===== src/rtl/tpm_pkg.sv =====
package tpm_pkg;

    // ----------------------------------------
    // Register indices (byte address = index * 4)
    // ----------------------------------------
    localparam logic [9:0] TPM_IDX_FLOP1 = 10'h105;
    localparam logic [9:0] TPM_IDX_P45   = 10'h114;
    localparam logic [9:0] TPM_IDX_P67   = 10'h11C;

    // ----------------------------------------
    // Field positions and reset values
    // ----------------------------------------
    localparam int unsigned TPM_MODE_LSB   = 6;
    localparam int unsigned TPM_PWM_LSB    = 4;
    localparam int unsigned TPM_UCLK_LSB   = 2;
    localparam int unsigned TPM_LCLK_LSB   = 0;
    localparam int unsigned TPM_FF_ACT_LSB = 2;
    localparam int unsigned TPM_FF_IE_BIT  = 1;
    localparam int unsigned TPM_FF_IS_BIT  = 0;
    localparam logic [7:0]  TPM_MODREG_RST = 8'h00;
    localparam logic [1:0]  TPM_FF_ACT_RST = 2'h3;
    localparam logic        TPM_FLOP_RST   = 1'b0;

    // ----------------------------------------
    // Encodings
    // ----------------------------------------
    typedef enum logic [1:0] {
        TPM_MODE_8BIT  = 2'b00,
        TPM_MODE_16BIT = 2'b01,
        TPM_MODE_PPG   = 2'b10,
        TPM_MODE_PWM   = 2'b11
    } tpm_mode_t;

    typedef enum logic [1:0] {
        TPM_FF_INVERT = 2'b00,
        TPM_FF_SET    = 2'b01,
        TPM_FF_CLEAR  = 2'b10,
        TPM_FF_KEEP   = 2'b11
    } tpm_ffact_t;

    localparam logic [1:0] TPM_LCLK_EXT   = 2'b00;
    localparam logic [1:0] TPM_LCLK_T1    = 2'b01;
    localparam logic [1:0] TPM_LCLK_T4    = 2'b10;
    localparam logic [1:0] TPM_LCLK_T16   = 2'b11;
    localparam logic [1:0] TPM_UCLK_MATCH = 2'b00;
    localparam logic [1:0] TPM_UCLK_T1    = 2'b01;
    localparam logic [1:0] TPM_UCLK_T16   = 2'b10;
    localparam logic [1:0] TPM_UCLK_PRESCALE_TAP_256  = 2'b11;

    localparam logic [1:0] TPM_PWM_RSVD = 2'b00;
    localparam logic [1:0] TPM_PWM_P64  = 2'b01;
    localparam logic [1:0] TPM_PWM_P128 = 2'b10;
    localparam logic [1:0] TPM_PWM_P256 = 2'b11;
    localparam logic [8:0] TPM_PLEN_64  = 9'h040;
    localparam logic [8:0] TPM_PLEN_128 = 9'h080;
    localparam logic [8:0] TPM_PLEN_256 = 9'h100;
    localparam logic [8:0] TPM_PLEN_0   = 9'h000;

    localparam logic [1:0] TPM_RESP_OKAY   = 2'b00;
    localparam logic [1:0] TPM_RESP_SLVERR = 2'b10;

endpackage


===== src/rtl/tpm_top.sv =====
// Implementation choice: register access over AXI4-Lite.
`timescale 1ns/1ps
`default_nettype none
// Summary of operation
// Mode field picks two 8-bit, 16-bit, pattern, PWM
// PWM period codes give 64, 128, 256
// Pair 4/5 lower: external, tap 1, 4, 16
// Upper: lower match, tap 1, 16, 256
// 16-bit mode: upper counts lower overflow
// Pair 6/7 lower code 00 never programmed
// Pair 6/7 upper selects like pair 4/5
// Action field inverts, sets, clears, or keeps
// Enabled toggle follows selected timer's signal
// Toggle source honoured only in 8-bit mode
// Software writes flop control without read-modify-write
// Flop control bits 4 to 6 unspecified
// One action per write, toggles continue after
module tpm_top #(
    parameter int ADDR_W = 12
) (
    // Clock and reset
    input  wire logic              clk,
    input  wire logic              sys_rst,
    // AXI4-Lite write
    input  wire logic [ADDR_W-1:0] s_axi_awaddr,
    input  wire logic              s_axi_awvalid,
    output logic                   s_axi_awready,
    input  wire logic [31:0]       s_axi_wdata,
    input  wire logic [3:0]        s_axi_wstrb,
    input  wire logic              s_axi_wvalid,
    output logic                   s_axi_wready,
    output logic [1:0]             s_axi_bresp,
    output logic                   s_axi_bvalid,
    input  wire logic              s_axi_bready,
    // AXI4-Lite read
    input  wire logic [ADDR_W-1:0] s_axi_araddr,
    input  wire logic              s_axi_arvalid,
    output logic                   s_axi_arready,
    output logic [31:0]            s_axi_rdata,
    output logic [1:0]             s_axi_rresp,
    output logic                   s_axi_rvalid,
    input  wire logic              s_axi_rready,
    // Count sources, bit 0 pair 4/5, bit 1 pair 6/7
    input  wire logic              prescale_tap_1,
    input  wire logic              prescale_tap_4,
    input  wire logic              prescale_tap_16,
    input  wire logic              prescale_tap_256,
    input  wire logic              ext_count_input_four,
    input  wire logic [1:0]        lower_match_pulse,
    input  wire logic [1:0]        lower_ovf_pulse,
    // Flop toggle sources
    input  wire logic [1:0]        pair01_mode,
    input  wire logic              timer_unit_zero,
    input  wire logic              timer_unit_one,
    // Count enables
    output logic [1:0]             lower_count_en,
    output logic [1:0]             upper_count_en,
    // Mode decode
    output logic [1:0]             pair_split_q,
    output logic [1:0]             pair_cascade_q,
    output logic [1:0]             pair_ppg_q,
    output logic [1:0]             pair_pwm_q,
    output logic [1:0][8:0]        pwm_period_q,
    // Timer flip-flop
    output logic                   timer_flop_one
);

    if (ADDR_W < 12 || ADDR_W > 32) begin : g_bad_addr_w
        $error("ADDR_W must be 12 to 32");
    end

    // ----------------------------------------
    // Registers
    // ----------------------------------------
    logic [1:0][7:0]    mod_q;
    logic [1:0]         ff_act_q;
    logic               ff_ie_q;
    logic               ff_is_q;

    // ----------------------------------------
    // Write channel
    // ----------------------------------------
    logic               aw_full_q;
    logic               w_full_q;
    logic [ADDR_W-1:0]  waddr_q;
    logic [7:0]         wbyte_q;
    logic               wstrb0_q;
    logic               wr_fire;
    logic [9:0]         widx;
    logic               wmapped;
    logic               ff_we;

    assign wr_fire = aw_full_q && w_full_q && !s_axi_bvalid;
    assign widx    = waddr_q[11:2];
    assign wmapped = (widx == tpm_pkg::TPM_IDX_FLOP1) || (widx == tpm_pkg::TPM_IDX_P45) ||
                     (widx == tpm_pkg::TPM_IDX_P67);
    assign ff_we   = wr_fire && wstrb0_q && (widx == tpm_pkg::TPM_IDX_FLOP1);

    always_ff @(posedge clk or posedge sys_rst) begin
        if (sys_rst) begin
            aw_full_q     <= 1'b0;
            w_full_q      <= 1'b0;
            waddr_q       <= '0;
            wbyte_q       <= 8'h00;
            wstrb0_q      <= 1'b0;
            s_axi_awready <= 1'b1;
            s_axi_wready  <= 1'b1;
            s_axi_bvalid  <= 1'b0;
            s_axi_bresp   <= tpm_pkg::TPM_RESP_OKAY;
        end else begin
            if (s_axi_awvalid && s_axi_awready) begin
                aw_full_q     <= 1'b1;
                waddr_q       <= s_axi_awaddr;
                s_axi_awready <= 1'b0;
            end
            if (s_axi_wvalid && s_axi_wready) begin
                w_full_q     <= 1'b1;
                wbyte_q      <= s_axi_wdata[7:0];
                wstrb0_q     <= s_axi_wstrb[0];
                s_axi_wready <= 1'b0;
            end
            if (wr_fire) begin
                s_axi_bvalid <= 1'b1;
                s_axi_bresp  <= wmapped ? tpm_pkg::TPM_RESP_OKAY : tpm_pkg::TPM_RESP_SLVERR;
            end
            if (s_axi_bvalid && s_axi_bready) begin
                s_axi_bvalid  <= 1'b0;
                aw_full_q     <= 1'b0;
                w_full_q      <= 1'b0;
                s_axi_awready <= 1'b1;
                s_axi_wready  <= 1'b1;
            end
        end
    end

    // ----------------------------------------
    // Register storage
    // ----------------------------------------
    always_ff @(posedge clk or posedge sys_rst) begin
        if (sys_rst) begin
            mod_q[0] <= tpm_pkg::TPM_MODREG_RST;
            mod_q[1] <= tpm_pkg::TPM_MODREG_RST;
        end else if (wr_fire && wstrb0_q) begin
            if (widx == tpm_pkg::TPM_IDX_P45) begin
                mod_q[0] <= wbyte_q;
            end
            if (widx == tpm_pkg::TPM_IDX_P67) begin
                mod_q[1] <= wbyte_q;
            end
        end
    end

    always_ff @(posedge clk or posedge sys_rst) begin
        if (sys_rst) begin
            ff_act_q <= tpm_pkg::TPM_FF_ACT_RST;
            ff_ie_q  <= 1'b0;
            ff_is_q  <= 1'b0;
        end else if (ff_we) begin
            ff_act_q <= wbyte_q[tpm_pkg::TPM_FF_ACT_LSB +: 2];
            ff_ie_q  <= wbyte_q[tpm_pkg::TPM_FF_IE_BIT];
            ff_is_q  <= wbyte_q[tpm_pkg::TPM_FF_IS_BIT];
        end
    end

    // ----------------------------------------
    // Read channel
    // ----------------------------------------
    logic [9:0]  ridx;
    logic [7:0]  rbyte;
    logic        rmapped;

    assign ridx = s_axi_araddr[11:2];

    // bits 4 to 6 read zero
    always_comb begin
        rmapped = 1'b1;
        case (ridx)
            tpm_pkg::TPM_IDX_FLOP1: rbyte = {4'h0, ff_act_q, ff_ie_q, ff_is_q};
            tpm_pkg::TPM_IDX_P45:   rbyte = mod_q[0];
            tpm_pkg::TPM_IDX_P67:   rbyte = mod_q[1];
            default: begin
                rbyte   = 8'h00;
                rmapped = 1'b0;
            end
        endcase
    end

    always_ff @(posedge clk or posedge sys_rst) begin
        if (sys_rst) begin
            s_axi_arready <= 1'b1;
            s_axi_rvalid  <= 1'b0;
            s_axi_rdata   <= 32'h0000_0000;
            s_axi_rresp   <= tpm_pkg::TPM_RESP_OKAY;
        end else if (s_axi_arvalid && s_axi_arready) begin
            s_axi_arready <= 1'b0;
            s_axi_rvalid  <= 1'b1;
            s_axi_rdata   <= {24'h00_0000, rbyte};
            s_axi_rresp   <= rmapped ? tpm_pkg::TPM_RESP_OKAY : tpm_pkg::TPM_RESP_SLVERR;
        end else if (s_axi_rvalid && s_axi_rready) begin
            s_axi_rvalid  <= 1'b0;
            s_axi_arready <= 1'b1;
        end
    end

    // ----------------------------------------
    // Per-pair decode and clock selection
    // ----------------------------------------
    for (genvar g = 0; g < 2; g++) begin : g_pair
        logic [1:0] mode;
        logic [1:0] pcode;
        assign mode  = mod_q[g][tpm_pkg::TPM_MODE_LSB +: 2];
        assign pcode = mod_q[g][tpm_pkg::TPM_PWM_LSB +: 2];

        // mode decode
        // PWM period decode
        always_ff @(posedge clk or posedge sys_rst) begin
            if (sys_rst) begin
                pair_split_q[g]   <= 1'b1;
                pair_cascade_q[g] <= 1'b0;
                pair_ppg_q[g]     <= 1'b0;
                pair_pwm_q[g]     <= 1'b0;
                pwm_period_q[g]   <= tpm_pkg::TPM_PLEN_0;
            end else begin
                pair_split_q[g]   <= mode == tpm_pkg::TPM_MODE_8BIT;
                pair_cascade_q[g] <= mode == tpm_pkg::TPM_MODE_16BIT;
                pair_ppg_q[g]     <= mode == tpm_pkg::TPM_MODE_PPG;
                pair_pwm_q[g]     <= mode == tpm_pkg::TPM_MODE_PWM;
                if (mode != tpm_pkg::TPM_MODE_PWM) begin
                    pwm_period_q[g] <= tpm_pkg::TPM_PLEN_0;
                end else begin
                    case (pcode)
                        tpm_pkg::TPM_PWM_P64:  pwm_period_q[g] <= tpm_pkg::TPM_PLEN_64;
                        tpm_pkg::TPM_PWM_P128: pwm_period_q[g] <= tpm_pkg::TPM_PLEN_128;
                        tpm_pkg::TPM_PWM_P256: pwm_period_q[g] <= tpm_pkg::TPM_PLEN_256;
                        default:               pwm_period_q[g] <= tpm_pkg::TPM_PLEN_0;
                    endcase
                end
            end
        end

        // pair 4/5 lower external
        // pair 6/7 same upper mux
        tpm_clk_sel #(
            .LOWER_EXT (g == 0)
        ) u_clk_sel (
            .clk         (clk),
            .sys_rst     (sys_rst),
            .mode        (mode),
            .lower_sel   (mod_q[g][tpm_pkg::TPM_LCLK_LSB +: 2]),
            .upper_sel   (mod_q[g][tpm_pkg::TPM_UCLK_LSB +: 2]),
            .ext_count   (ext_count_input_four),
            .tap_1       (prescale_tap_1),
            .tap_4       (prescale_tap_4),
            .tap_16      (prescale_tap_16),
            .tap_256     (prescale_tap_256),
            .lower_match (lower_match_pulse[g]),
            .lower_ovf   (lower_ovf_pulse[g]),
            .lower_en_q  (lower_count_en[g]),
            .upper_en_q  (upper_count_en[g])
        );
    end

    // ----------------------------------------
    // Timer flip-flop one
    // ----------------------------------------
    // action on the edge that raises the write response, one cycle after both channels are accepted
    tpm_flop u_flop (
        .clk          (clk),
        .sys_rst      (sys_rst),
        .act_we       (ff_we),
        .act_code     (wbyte_q[tpm_pkg::TPM_FF_ACT_LSB +: 2]),
        .toggle_en    (ff_ie_q),
        .toggle_src   (ff_is_q),
        .pair01_mode  (pair01_mode),
        .timer0_pulse (timer_unit_zero),
        .timer1_pulse (timer_unit_one),
        .flop_q       (timer_flop_one)
    );
endmodule
`default_nettype wire


===== src/rtl/tpm_clk_sel.sv =====
`timescale 1ns/1ps
`default_nettype none
module tpm_clk_sel #(
    parameter bit LOWER_EXT = 1'b1
) (
    // Clock and reset
    input  wire logic       clk,
    input  wire logic       sys_rst,
    // Configuration
    input  wire logic [1:0] mode,
    input  wire logic [1:0] lower_sel,
    input  wire logic [1:0] upper_sel,
    // Count sources
    input  wire logic       ext_count,
    input  wire logic       tap_1,
    input  wire logic       tap_4,
    input  wire logic       tap_16,
    input  wire logic       tap_256,
    input  wire logic       lower_match,
    input  wire logic       lower_ovf,
    // Count enables
    output logic            lower_en_q,
    output logic            upper_en_q
);

    logic lower_en_d;
    logic upper_en_d;

    // ----------------------------------------
    // Lower timer source
    // ----------------------------------------
    // lower source mux
    always_comb begin
        case (lower_sel)
            tpm_pkg::TPM_LCLK_EXT: lower_en_d = LOWER_EXT ? ext_count : 1'b0;
            tpm_pkg::TPM_LCLK_T1:  lower_en_d = tap_1;
            tpm_pkg::TPM_LCLK_T4:  lower_en_d = tap_4;
            tpm_pkg::TPM_LCLK_T16: lower_en_d = tap_16;
            default:               lower_en_d = 1'b0;
        endcase
    end

    // ----------------------------------------
    // Upper timer source
    // ----------------------------------------
    // upper source mux
    always_comb begin
        case (upper_sel)
            tpm_pkg::TPM_UCLK_MATCH: upper_en_d = lower_match;
            tpm_pkg::TPM_UCLK_T1:    upper_en_d = tap_1;
            tpm_pkg::TPM_UCLK_T16:   upper_en_d = tap_16;
            tpm_pkg::TPM_UCLK_PRESCALE_TAP_256:  upper_en_d = tap_256;
            default:                 upper_en_d = 1'b0;
        endcase
        // cascade overrides field
        if (mode == tpm_pkg::TPM_MODE_16BIT) begin
            upper_en_d = lower_ovf;
        end
    end

    always_ff @(posedge clk or posedge sys_rst) begin
        if (sys_rst) begin
            lower_en_q <= 1'b0;
            upper_en_q <= 1'b0;
        end else begin
            lower_en_q <= lower_en_d;
            upper_en_q <= upper_en_d;
        end
    end
endmodule
`default_nettype wire


===== src/rtl/tpm_flop.sv =====
`timescale 1ns/1ps
`default_nettype none
module tpm_flop (
    // Clock and reset
    input  wire logic       clk,
    input  wire logic       sys_rst,
    // Direct action
    input  wire logic       act_we,
    input  wire logic [1:0] act_code,
    // Automatic toggle
    input  wire logic       toggle_en,
    input  wire logic       toggle_src,
    input  wire logic [1:0] pair01_mode,
    input  wire logic       timer0_pulse,
    input  wire logic       timer1_pulse,
    // Flip-flop
    output logic            flop_q
);

    logic flop_d;
    logic toggle_hit;

    // ----------------------------------------
    // Toggle source
    // ----------------------------------------
    // selected timer toggles
    // source only in 8-bit mode
    assign toggle_hit = toggle_en &&
        ((pair01_mode == tpm_pkg::TPM_MODE_8BIT) ? (toggle_src ? timer1_pulse : timer0_pulse)
                                                  : timer1_pulse);

    // direct action decode
    // one action per write
    always_comb begin
        flop_d = flop_q;
        if (toggle_hit) begin
            flop_d = ~flop_q;
        end
        if (act_we) begin
            case (act_code)
                tpm_pkg::TPM_FF_INVERT: flop_d = ~flop_q;
                tpm_pkg::TPM_FF_SET:    flop_d = 1'b1;
                tpm_pkg::TPM_FF_CLEAR:  flop_d = 1'b0;
                default:                flop_d = flop_d;
            endcase
        end
    end

    always_ff @(posedge clk or posedge sys_rst) begin
        if (sys_rst) begin
            flop_q <= tpm_pkg::TPM_FLOP_RST;
        end else begin
            flop_q <= flop_d;
        end
    end
endmodule
`default_nettype wire


===== config.mk =====
export PLATFORM = sky130hd
export DESIGN_NAME = tpm_top
export DESIGN_NICKNAME = d
export VERILOG_FILES = /design/src/rtl/tpm_pkg.sv /design/src/rtl/tpm_top.sv /design/src/rtl/tpm_clk_sel.sv /design/src/rtl/tpm_flop.sv
export SDC_FILE = /design/constraint.sdc
export NUM_CORES = 1
export LEC_CHECK = 0
export BUFFER_PORTS_ARGS = -buffer_cell sky130_fd_sc_hd__buf_2
export CAP_MARGIN = 20
export CORE_UTILIZATION = 30
export DETAILED_ROUTE_END_ITERATION = 16
export GPL_TIMING_DRIVEN = 0
export PLACE_DENSITY = 0.62
export SLEW_MARGIN = 30
export SYNTH_ARGS = -nofsm -noshare
export SYNTH_HDL_FRONTEND = slang
export SYNTH_SLANG_ARGS = --single-unit

===== constraint.sdc =====
create_clock -name clk -period 4.2 [get_ports clk]
set_clock_uncertainty 0.15 [all_clocks]
set_input_delay 0.84 -clock clk [delete_from_list [all_inputs] [get_ports clk]]
set_output_delay 0.84 -clock clk [all_outputs]
set_load 0.02 [all_outputs]

==> results.md <==
* Status: complete, no violations
* Multi-input gate area at about 0.0013 mm^2
* H-tree Lvls at 3
* Cts bufs inserted at 9
* Yosys reg bits at 75
* Skew-Pair Late Insertion Delay at between 0.3 and 0.4 ns
* Adder-cell area share of the yosys netlist at 0%
* Drt wl/cell at ~12 um
* Uppermost layer routed: met4
* I/O pins at ~150
* Gr usage total at 12.0%
* Setup CP Type: in2reg
* GPL Wtd Cong at a little over 0.7
* Multiplexer share of the synthesized area at 17.5%
* Share of layout cells above drive strength 1 at around half
* Post-cts sizing count at 0
* Worst Path Max Fanout at 4
* Clock Sinks at 75
* First-pass GRT wire length at 10600 um
* Clock buffer depth at 2
* Sequential fraction of the synthesis area at a little under three fifths
* Final setup violation count at 0
* Commonest non-fill, non-tap cell in the layout: buf_2
* Root Driver: clkbuf_8
* Cts hold-fix bufs at 0
* Met2 wire length at around 3200 um
* Worst EP arrival at between 2 and 2.5 ns
* Peak VDD IR at between 200 and 250 uV
* Routed wl met3 at around 580 um
* Vias per Instance at approximately 4.2
* Final Util at between 30 and 40%
* CP required at about 4.3 ns
* Number of antenna violations at the first check in global routing at 0
* Input/output buffers at 81
* Vias in the first global route at around 2200
* Post-Syn Area at ~0.0034 mm^2
* Die height at between 100 and 150 um
* Synth Area in Compound Gates at slightly above 6%
* DRC viols at 0
* RR Startpoint: waddr_q[3]$_DFFE_PP0P_
* Fmax at 433 MHz
* Synth Instances at ~260
* Register area at about 0.0019 mm^2
* Main combinational cell family by area after synthesis: multiplexers
* Type of origin of the critical path: input port
* First-pass iteration count of the detailed router at 4
* Area growth from synthesis to layout at 27.0%
* Fillers at about 1100
* CTS tree: done
* Hold crit path type: in2async
* Final Net Count at 474
* Rel. slew slack at between 50% and 60%
* Synth cell types at 38
* Final ANT Viol Nets at 0
* Die area at ~0.012 mm^2
* Dpl hpwl at just over 5000 um
* Rows at 38
* Final wirelength at between 6000 and 7000 um
* Antenna Cells at 0
* Yosys warnings at 0
* RSZ-0062 raised after global routing: false
* Worst R2R Setup Slack at 2.11 ns
* Met1 Routed Length at ~2800 um
* Pwr dens at about 430 mW/mm^2
* R2R Path End: mod_q[2]$_DFFE_PP0P_
* Worst Max-Slew Pin Slew at a little over 0.7 ns
* Final period utilization at 55.0%
* Congestion Overflow GR at 0
* DR iter-0 viols at 47
* Clock slew at reported path FFs at roughly 0.08 ns
* Final TNS setup at 0 ns
* XOR/XNOR share of the synthesized area at less than 1%
* Crit end category: flop
* Starting density of the core at roughly 31%
* Fin crit period at approximately 2.3 ns
* Simple-gate share of the synthesized area at under 10%
* Layout Cells excl Fill at 539
* Setup Buffers After CTS at 0
* Die Wd at ~110 um
* Post-Place Cells at around 520
* Vias at approximately 2200
* Largest net degree at the start of global routing at 44
* Endpoints failing hold at 0
* Area of the core at approximately 0.011 mm^2
* Leakage at about 2.2 nW
* Average cell area after synthesis at about 13 um^2
* Max-slew violations at 0
* FF-to-FF path depth at 3
* MaxCap Viol Count at 0
* Most frequent cells in the layout: 81 x buf_2, 68 x dfrtp_1, 42 x mux2_2, 42 x buf_4, 38 x conb_1
[worst max path at each step]
stage / startpoint / to / slack, ns
after floorplan: sys_rst / aw_full_q$_DFFE_PP0P_ / 1.31
after global placement: sys_rst / wbyte_q[0]$_DFFE_PP0P_ / 0.40
after detailed placement: s_axi_araddr[9] / s_axi_rdata[0]$_DFFE_PP0P_ / 1.53
after CTS: s_axi_araddr[9] / s_axi_rdata[3]$_DFFE_PP0P_ / 1.91
after global routing: s_axi_araddr[9] / s_axi_rdata[2]$_DFFE_PP0P_ / 1.82
final: s_axi_araddr[9] / s_axi_rdata[3]$_DFFE_PP0P_ / 1.89
[synthesized netlist by cell type]
library cell  instances  area share, %
dfrtp_1              68             50
buf_4                42            9.3
mux2_2               42             14
nand2_1              14            1.6
o21ai_0              10            1.5
a22oi_1               8            1.8
nor2b_1               8            1.5
dfstp_2               7            5.5
a21oi_1               6           0.89
inv_1                 6           0.67
mux2i_1               5            1.5
nor2_1                5           0.56
o21ai_1               4           0.59
and3_1                3           0.56
clkbuf_1              3           0.33
mux4_2                3            2.0
nand4_1               3           0.56
nor3_1                3           0.44
and2_1                2           0.37
and3b_1               2           0.52
nor3b_1               2           0.44
or4b_4                2           0.82
a31oi_1               1           0.19
and4b_1               1           0.30
conb_1                1           0.11
nand2b_1              1           0.19
nand3_1               1           0.15
nand3_2               1           0.30
nand3b_1              1           0.22
nor4_1                1           0.19
nor4b_4               1           0.70
o211a_1               1           0.30
o211ai_1              1           0.22
o311a_1               1           0.30
o41a_1                1           0.33
or2_2                 1           0.19
or3b_2                1           0.26
xor2_1                1           0.26
[worst max-delay path, stage by stage]
cell and delay [ns]:
buf_2 0.09, or4b_4 0.57, nor4_1 0.66, a22oi_1 0.15, o21ai_0 0.12
[metrics by stage]
| stage | instance area [um^2] | setup WS (ns) | hold slack [ns] | power (mW) |
|---|---|---|---|---|
| floorplan | 3510 | 1.31 | 0.275 | 1.27 |
| global placement | 4090 | 0.397 | 0.311 | 1.37 |
| global route | 4280 | 1.82 | 0.358 | 1.97 |
| finish | 4280 | 1.89 | 0.337 | 1.85 |
| CTS | 4280 | 1.91 | 0.344 | 1.88 |
| detailed placement | 4120 | 1.53 | 0.324 | 1.39 |
[state kept, by name, indices dropped and copies added (netlist names), 2 cells and up]
register,cells
g_pair.u_clk_sel.upper_en_q,2
wbyte_q,8
s_axi_rdata,8
g_pair.pcode,4
pwm_period_q,6
pair_cascade_q,2
g_pair.u_clk_sel.lower_en_q,2
pair_split_q,2
mod_q,8
g_pair.mode,4
pair_ppg_q,2
pair_pwm_q,2
ff_act_q,2
waddr_q,10
[cell families (layout without fill, tap and decap cells)]
kind of cell           after synthesis  in the layout
other                                1             38
XOR/XNOR                             1              1
AND/OR/NAND/NOR                     53             53
multiplexers                        50             50
flip-flops                          75             75
buffers and inverters               51            149
AO/OA/AOI/OAI                       33             33
[power breakdown]
group          internal, mW  switching, mW
registers             0.866          0.111
clock network         0.212          0.273
logic                 0.201          0.192
[per-layer routing]
layer	track usage [%]	vias up
met5	0	-
met4	4.89	0
met3	4.34	11
met1	14.3	1045
li1	-	1108
met2	19.7	84
[final cells by class]
cell class / count / area share (%)
repair buffers: 82 / 9.93
flip-flops and latches: 75 / 44.0
well taps: 140 / 4.09
clock buffers: 9 / 2.89
plain buffers: 45 / 7.62
clock inverters: 7 / 1.02
multi-input cells: 175 / 29.8
inverters: 6 / 0.584
Power figures use the tool's default switching activity.
